<file path="config.mk">
export PLATFORM = sky130hd
export DESIGN_NAME = charge_status_indicator
export DESIGN_NICKNAME = d
export VERILOG_FILES = /design/src/chg_ind_pkg.sv /design/src/charge_status_indicator.sv
export SDC_FILE = /design/constraint.sdc
export NUM_CORES = 1
export LEC_CHECK = 0
export CAP_MARGIN = 20
export CORE_MARGIN = 2
export CORE_UTILIZATION = 53
export DETAILED_ROUTE_END_ITERATION = 7
export DONT_BUFFER_PORTS = 1
export HOLD_SLACK_MARGIN = 0.08
export PLACE_DENSITY = 0.75
export SLEW_MARGIN = 25
export SYNTH_ARGS = -nofsm -noshare
export SYNTH_HDL_FRONTEND = slang
export SYNTH_SLANG_ARGS = --single-unit
export TNS_END_PERCENT = 20
</file>
<file path="constraint.sdc">
create_clock -name mclk -period 3.5 [get_ports mclk]
set_input_delay 0.525 -clock mclk [delete_from_list [all_inputs] [get_ports mclk]]
set_output_delay 0.525 -clock mclk [all_outputs]
set_load 0.03 [all_outputs]
</file>
<file path="src/chg_ind_pkg.sv">
// Constants for the charge status indicator
package chg_ind_pkg;

  // ==========================================================================
  // Timing
  localparam int unsigned CLK_HZ        = 250_000_000;
  localparam int unsigned BLINK_HZ      = 1;
  // Half period of the blink, 50 percent duty
  localparam int unsigned HALF_CYCLES   = CLK_HZ / (2 * BLINK_HZ);

  // ==========================================================================
  // Operating modes and charger states
  typedef enum logic [1:0] {
    MODE_IDLE,
    MODE_CHARGE,
    MODE_OTG
  } op_mode_t;

  typedef enum logic [1:0] {
    CHG_ACTIVE,
    CHG_DONE,
    CHG_SUSPEND_FAULT
  } chg_state_t;

  // ==========================================================================
  // Reset values
  localparam logic PIN_RELEASED = 1'b1;

endpackage

</file>
<file path="src/charge_status_indicator.sv">
// Open-drain charge and reverse-power status indicator driver
`timescale 1ns/1ps
module charge_status_indicator #(
  parameter int unsigned HALF_PERIOD = chg_ind_pkg::HALF_CYCLES
) (
  // Clock and reset
  input  wire logic                    mclk,
  input  wire logic                    rst_b,
  // Configuration bits
  input  wire logic                    charge_indicator_disable,
  input  wire logic                    otg_indicator_enable,
  // Operating status from the charger core
  input  wire chg_ind_pkg::op_mode_t   op_mode,
  input  wire chg_ind_pkg::chg_state_t chg_state,
  input  wire logic                    otg_output_valid,
  input  wire logic                    otg_fault_state,
  input  wire logic                    hiccup_retry_state,
  input  wire logic                    light_load_shutdown_state,
  // Open-drain pin, output and enable (enable low while driving)
  input  wire logic                    charge_status_pin_in,
  output logic                         charge_status_pin_out,
  output logic                         charge_status_pin_oe_b
);

  // ==========================================================================
  // Usage notes
  // The pin is a pull-down only. The pad ties its data to zero and lets the
  // enable decide, so a wiring fault can never drive the pin high against an
  // LED or a host input.
  // The decision is made one clock after the status inputs change. The extra
  // cycle costs nothing at a 1 Hz blink and keeps the pin glitch free.
  // The blink counter only runs while blinking. Each entry into suspend or
  // fault therefore starts with a full low half. A host that times the first
  // edge sees a whole half period, not a stray short pulse.
  // Restarting after a light-load shutdown is the host's job: it must leave
  // OTG mode and enter it again. Until the controller clears its shutdown
  // flag the pin stays released, even in OTG mode with the indicator on.
  // The readback from the pad is only watched by an assertion. It is brought
  // through two flops first because the pad level is not timed to mclk.

  // ==========================================================================
  // Elaboration check
  if (HALF_PERIOD < 2) begin : g_bad_period
    $error("HALF_PERIOD must be at least 2");
  end

  localparam int unsigned CW = $clog2(HALF_PERIOD);

  // ==========================================================================
  // Pin readback synchroniser
  // The pad level settles outside mclk timing, so two flops come first
  logic pin_meta;
  logic pin_sync;

  always_ff @(posedge mclk) begin
    if (!rst_b) begin
      pin_meta <= chg_ind_pkg::PIN_RELEASED;
      pin_sync <= chg_ind_pkg::PIN_RELEASED;
    end else begin
      pin_meta <= charge_status_pin_in;
      pin_sync <= pin_meta; // Only the second flop is read
    end
  end

  // ==========================================================================
  // Blink time base
  logic [CW-1:0] blink_cnt;
  logic          blink_phase;
  wire           blink_wrap = (blink_cnt == CW'(HALF_PERIOD - 1));
  wire  [CW-1:0] next_blink_cnt = blink_wrap ? '0 : blink_cnt + CW'(1);

  // Counter only runs while blinking so each blink starts with a full low half
  wire chg_on  = (op_mode == chg_ind_pkg::MODE_CHARGE) && !charge_indicator_disable;
  wire otg_on  = (op_mode == chg_ind_pkg::MODE_OTG) && otg_indicator_enable;
  wire blinking = chg_on && (chg_state == chg_ind_pkg::CHG_SUSPEND_FAULT);

  always_ff @(posedge mclk) begin
    if (!rst_b || !blinking) begin
      blink_cnt   <= '0;
      blink_phase <= 1'b0;
    end else begin
      blink_cnt <= next_blink_cnt;
      if (blink_wrap) begin
        blink_phase <= ~blink_phase;
      end
    end
  end

  // ==========================================================================
  // Pin decision: pull low or release
  wire otg_bad  = otg_fault_state || hiccup_retry_state || light_load_shutdown_state;
  wire chg_low  = chg_on && ((chg_state == chg_ind_pkg::CHG_ACTIVE) ||
                             (blinking && !blink_phase));
  wire otg_low  = otg_on && otg_output_valid && !otg_bad;
  wire next_pull = chg_low || otg_low;

  // Output data is a constant zero; only the enable toggles, never high
  always_ff @(posedge mclk) begin
    if (!rst_b) begin
      charge_status_pin_oe_b <= chg_ind_pkg::PIN_RELEASED;
      charge_status_pin_out  <= 1'b0;
    end else begin
      charge_status_pin_oe_b <= ~next_pull;
      charge_status_pin_out  <= 1'b0;
    end
  end

  // ==========================================================================
  // Assertions
  never_high_a: assert property (@(posedge mclk) disable iff (!rst_b)
    charge_status_pin_out == 1'b0) else $error("pin output driven high");

  chg_disable_a: assert property (@(posedge mclk) disable iff (!rst_b)
    (op_mode == chg_ind_pkg::MODE_CHARGE && charge_indicator_disable)
      |=> charge_status_pin_oe_b) else $error("charge indicator not off");

  otg_disable_a: assert property (@(posedge mclk) disable iff (!rst_b)
    (op_mode == chg_ind_pkg::MODE_OTG && !otg_indicator_enable)
      |=> charge_status_pin_oe_b) else $error("otg indicator not off");

  chg_active_a: assert property (@(posedge mclk) disable iff (!rst_b)
    (chg_on && chg_state == chg_ind_pkg::CHG_ACTIVE) |=> !charge_status_pin_oe_b)
    else $error("charging but pin released");

  chg_done_a: assert property (@(posedge mclk) disable iff (!rst_b)
    (chg_on && chg_state == chg_ind_pkg::CHG_DONE) |=> charge_status_pin_oe_b)
    else $error("charge done but pin low");

  blink_low_a: assert property (@(posedge mclk) disable iff (!rst_b)
    ($rose(blinking) ##1 blinking) |-> !charge_status_pin_oe_b)
    else $error("blink does not start low");

  blink_flip_a: assert property (@(posedge mclk) disable iff (!rst_b)
    (blinking && blink_wrap) ##1 blinking |=> $changed(charge_status_pin_oe_b))
    else $error("blink did not toggle at half period");

  otg_valid_a: assert property (@(posedge mclk) disable iff (!rst_b)
    (otg_on && otg_output_valid && !otg_bad) |=> !charge_status_pin_oe_b)
    else $error("otg valid but pin released");

  otg_off_a: assert property (@(posedge mclk) disable iff (!rst_b)
    (op_mode != chg_ind_pkg::MODE_OTG && !chg_on) |=> charge_status_pin_oe_b)
    else $error("otg off but pin low");

  otg_bad_a: assert property (@(posedge mclk) disable iff (!rst_b)
    (otg_on && otg_bad) |=> charge_status_pin_oe_b)
    else $error("otg fault but pin low");

  // Reset leaves the pin released with its data at zero
  reset_release_a: assert property (@(posedge mclk)
    !rst_b |=> (charge_status_pin_oe_b && !charge_status_pin_out))
    else $error("pin not released after reset");

  // Idle mode has no indicator function at all
  idle_release_a: assert property (@(posedge mclk) disable iff (!rst_b)
    (op_mode == chg_ind_pkg::MODE_IDLE) |=> charge_status_pin_oe_b)
    else $error("idle mode but pin low");

  // Checked from the raw inputs so a broken decode of chg_on shows up
  chg_enable_a: assert property (@(posedge mclk) disable iff (!rst_b)
    (op_mode == chg_ind_pkg::MODE_CHARGE && !charge_indicator_disable &&
     chg_state == chg_ind_pkg::CHG_ACTIVE) |=> !charge_status_pin_oe_b)
    else $error("charge indicator enabled but pin released");

  // Checked from the raw inputs so a broken decode of otg_bad shows up
  otg_enable_a: assert property (@(posedge mclk) disable iff (!rst_b)
    (op_mode == chg_ind_pkg::MODE_OTG && otg_indicator_enable && otg_output_valid &&
     !otg_fault_state && !hiccup_retry_state && !light_load_shutdown_state)
      |=> !charge_status_pin_oe_b)
    else $error("otg indicator enabled but pin released");

  // Light-load shutdown alone must keep the pin released
  otg_ll_hold_a: assert property (@(posedge mclk) disable iff (!rst_b)
    (op_mode == chg_ind_pkg::MODE_OTG && light_load_shutdown_state)
      |=> charge_status_pin_oe_b)
    else $error("light-load shutdown but pin low");

  // Between wraps the blink level must not move
  blink_hold_a: assert property (@(posedge mclk) disable iff (!rst_b)
    (blinking && !blink_wrap) ##1 blinking |=> $stable(charge_status_pin_oe_b))
    else $error("blink level moved inside a half period");

  // A pulled pin must read back low once through the synchroniser
  readback_a: assert property (@(posedge mclk) disable iff (!rst_b)
    !charge_status_pin_oe_b |-> ##2 !pin_sync)
    else $error("pin pulled low but reads back high");

  // Main scenarios
  cov_chg_off: cover property (@(posedge mclk) disable iff (!rst_b)
    op_mode == chg_ind_pkg::MODE_CHARGE && charge_indicator_disable);
  cov_charging: cover property (@(posedge mclk) disable iff (!rst_b)
    chg_on && chg_state == chg_ind_pkg::CHG_ACTIVE ##1 !charge_status_pin_oe_b);
  cov_blink: cover property (@(posedge mclk) disable iff (!rst_b)
    blinking && blink_wrap && !blink_phase);
  cov_otg_valid: cover property (@(posedge mclk) disable iff (!rst_b) otg_low);
  cov_otg_ll: cover property (@(posedge mclk) disable iff (!rst_b)
    otg_on && light_load_shutdown_state);

endmodule // charge_status_indicator

</file>
==> flow_summary.ini <==
[hold_path]
hold_path.class = in2reg

[run]
max_cap_violations = 0

[global_routing]
gr-usage-met3_pct = 5.65
busiest_layer = met2
grt_use_met1_pct = 22.3
track_usage_pct = 19.7
grt_max_degree = 28
globalRouteMet2Util_pct = 33.5
antenna_found_initial = 0
gr-total-overflow = 0
grt_first_pass_wirelength_microns = 4220
grt_pass1_vias = 1017

[timing]
timing.fmax_mhz = 467
tns_ns = 0
finalHoldViolCount = 0
period_share_pct = 61.2
period_minus_slack_ns = 2.14
rsz0062_at_grt = no
clock_skew_ns = 0.0116
slew_viol_final = 0
setup_violations = 0

[cts]
cts-resized-gates = 0
cts_tree = yes
htree_levels = 2
hold_buffers = 0
clkTransAtPathRegs_ns = 0.09
ctsLongestPathBuffers = 2
cts_buffers = 5
clock-root-buffer = clkbuf_4
post_cts_buffers = 0
insertion_delay_ns = 0.32
numClockSinks = 29

[placement]
port_buffers = 0
gp_congestion = 0.828
dp_hpwl_microns = 1880
placed_cells = 185

[yosys]
synth_edf_count = 0
synth_flop_cell = dfxtp_1
syn_avg_cell_area_sq_um = 8.64
synth_seq_cells = 29
syn-num-nets = 174
synth_area_sq_um = 1380
syn_inst = 160
synthArstFlopShare_pct = 0
yosysUniqueCellTypes = 34
seq_area_frac_synth_pct = 42.0
ys_warn_count = 0

[drt]
route.detailed.drc = 0
vias = 1170
routed_wl_microns = 2630
ant_nets = 0
vias_per_cell = 6.06
drtIter0Drc = 17
avgRoutedWirePerCell_microns = 13.6
first_pass_iters = 4

[final_layout]
num-nets-final = 176
fillers = 235
num_antenna_cells = 0
final_common_cell = dfxtp_1
regArea_sq_um = 581
areaGrowthSynthToFinish_pct = 4.25
fin_util_pct = 58.2
drive_gt1_share_pct = 9.20
multi_input_area_sq_um = 742
stdcell_count = 193
final_cell_mix = 29 x dfxtp_1, 16 x nor2_1, 15 x a21oi_1, 11 x nand3_1, 9 x xnor2_1

[outcome]
run_status = finished clean

[floorplanning]
die_area_sq_um = 3030
ios = 15
die_h_microns = 55.1
die_w_microns = 55.1
initial_utilization_pct = 55.8
fp.coreArea_sq_um = 2480
rows = 18

[pwr]
power.total_mw = 0.522
p_leak_nw = 0.392
swShare_pct = 21.9
p_int_mw = 0.408
pwr-share-seq_pct = 63.3
peakVddDrop_v = 0.000258
p_per_area_nw_per_um2 = 362
p_comb_share_pct = 0.9
p_switching_mw = 0.114
clkPwrFrac_pct = 35.8

[critical_path]
end_kind = flop
cp_top_family = simple AND/OR/NAND/NOR gates
cp.arrival_ns = 2.41
critPathLaunchType = flop
slowest_stage = or4_4
cp_num_buf_inv = 0
crit_required_ns = 3.76
critPathMaxStageDelay_ns = 0.64
worst-setup-path-type = reg2reg
cp_cell_sequence = ha_1 -> nand3_2 -> or4_4 -> or4_1 -> a21oi_1
crit_fanout = 14
cell families after synthesis:
| group | share of synthesized area [%] |
|---|---|
| simple gates | 31.6 |
| compound gates | 13.9 |
| flops | 42.0 |
| buf+inv | 4.34 |
| xor+xnor | 6.97 |
| fa+ha+maj | 0.905 |
| other cells | 0.271 |
routing by layer:
layer,vias to the layer above,routed length [microns]
li1,594,-
met1,552,1160
met2,17,1340
met3,7,81
met5,-,0
met4,0,44
cell type report:
cell class                      count  area share (%)
Tap cell                           30            2.60
Inverter                            6            1.56
Clock buffer                        6            2.86
Multi-Input combinational cell    119            51.5
Sequential cell                    29            40.3
Clock inverter                      2           0.694
Timing Repair Buffer                1           0.521
power by group through the flow:
stage	sequential (mW)	clock (mW)	combinational (mW)
floorplan	0.338	0	0.00493
global placement	0.338	0	0.00444
detailed placement	0.338	0	0.00458
CTS	0.331	0.197	0.00458
global route	0.331	0.209	0.00512
finish	0.331	0.187	0.00458
Yosys cell counts, types with 3 or more instances:
| cell type | count | area [sq um] |
|---|---|---|
| dfxtp_1 | 29 | 581 |
| nor2_1 | 16 | 60.1 |
| a21oi_1 | 15 | 75.1 |
| nand3_1 | 11 | 55.1 |
| xnor2_1 | 9 | 78.8 |
| nand2_1 | 8 | 30.0 |
| o21ai_0 | 7 | 35.0 |
| o31ai_1 | 7 | 52.6 |
| or3_1 | 7 | 43.8 |
| or4_1 | 7 | 52.6 |
| inv_1 | 6 | 22.5 |
| and3_1 | 4 | 25.0 |
| nor3_1 | 4 | 20.0 |
| buf_2 | 3 | 15.0 |
| nand4_1 | 3 | 18.8 |
registers in the layout, summed over array words and instances, names as in the netlist:
signal	count
blink_cnt	27
blink_phase	1
charge_status_pin_oe_b	1
path summary, 6_finish.rpt:
kind	from	to	slack [ns]	depth (start not counted)
worst min-delay path	rst_b	charge_status_pin_oe_b	0.28	1
worst min register to register	blink_cnt[0]	blink_cnt[0]	0.49	1
worst max-delay path	blink_cnt[0]	blink_cnt[26]	1.36	5
worst max register to register	blink_cnt[0]	blink_cnt[26]	1.36	5
stage by stage:
step	worst slack [ns]	hold WS [ns]	instance area, sq um
3_5_place_dp	1.37	0.465	1390
2_1_floorplan	1.58	0.440	1380
6_report	1.36	0.283	1440
3_3_place_gp	1.45	0.456	1390
4_1_cts	1.35	0.278	1440
5_1_grt	1.24	0.282	1440
No activity file was read; power rests on OpenSTA's default activity.
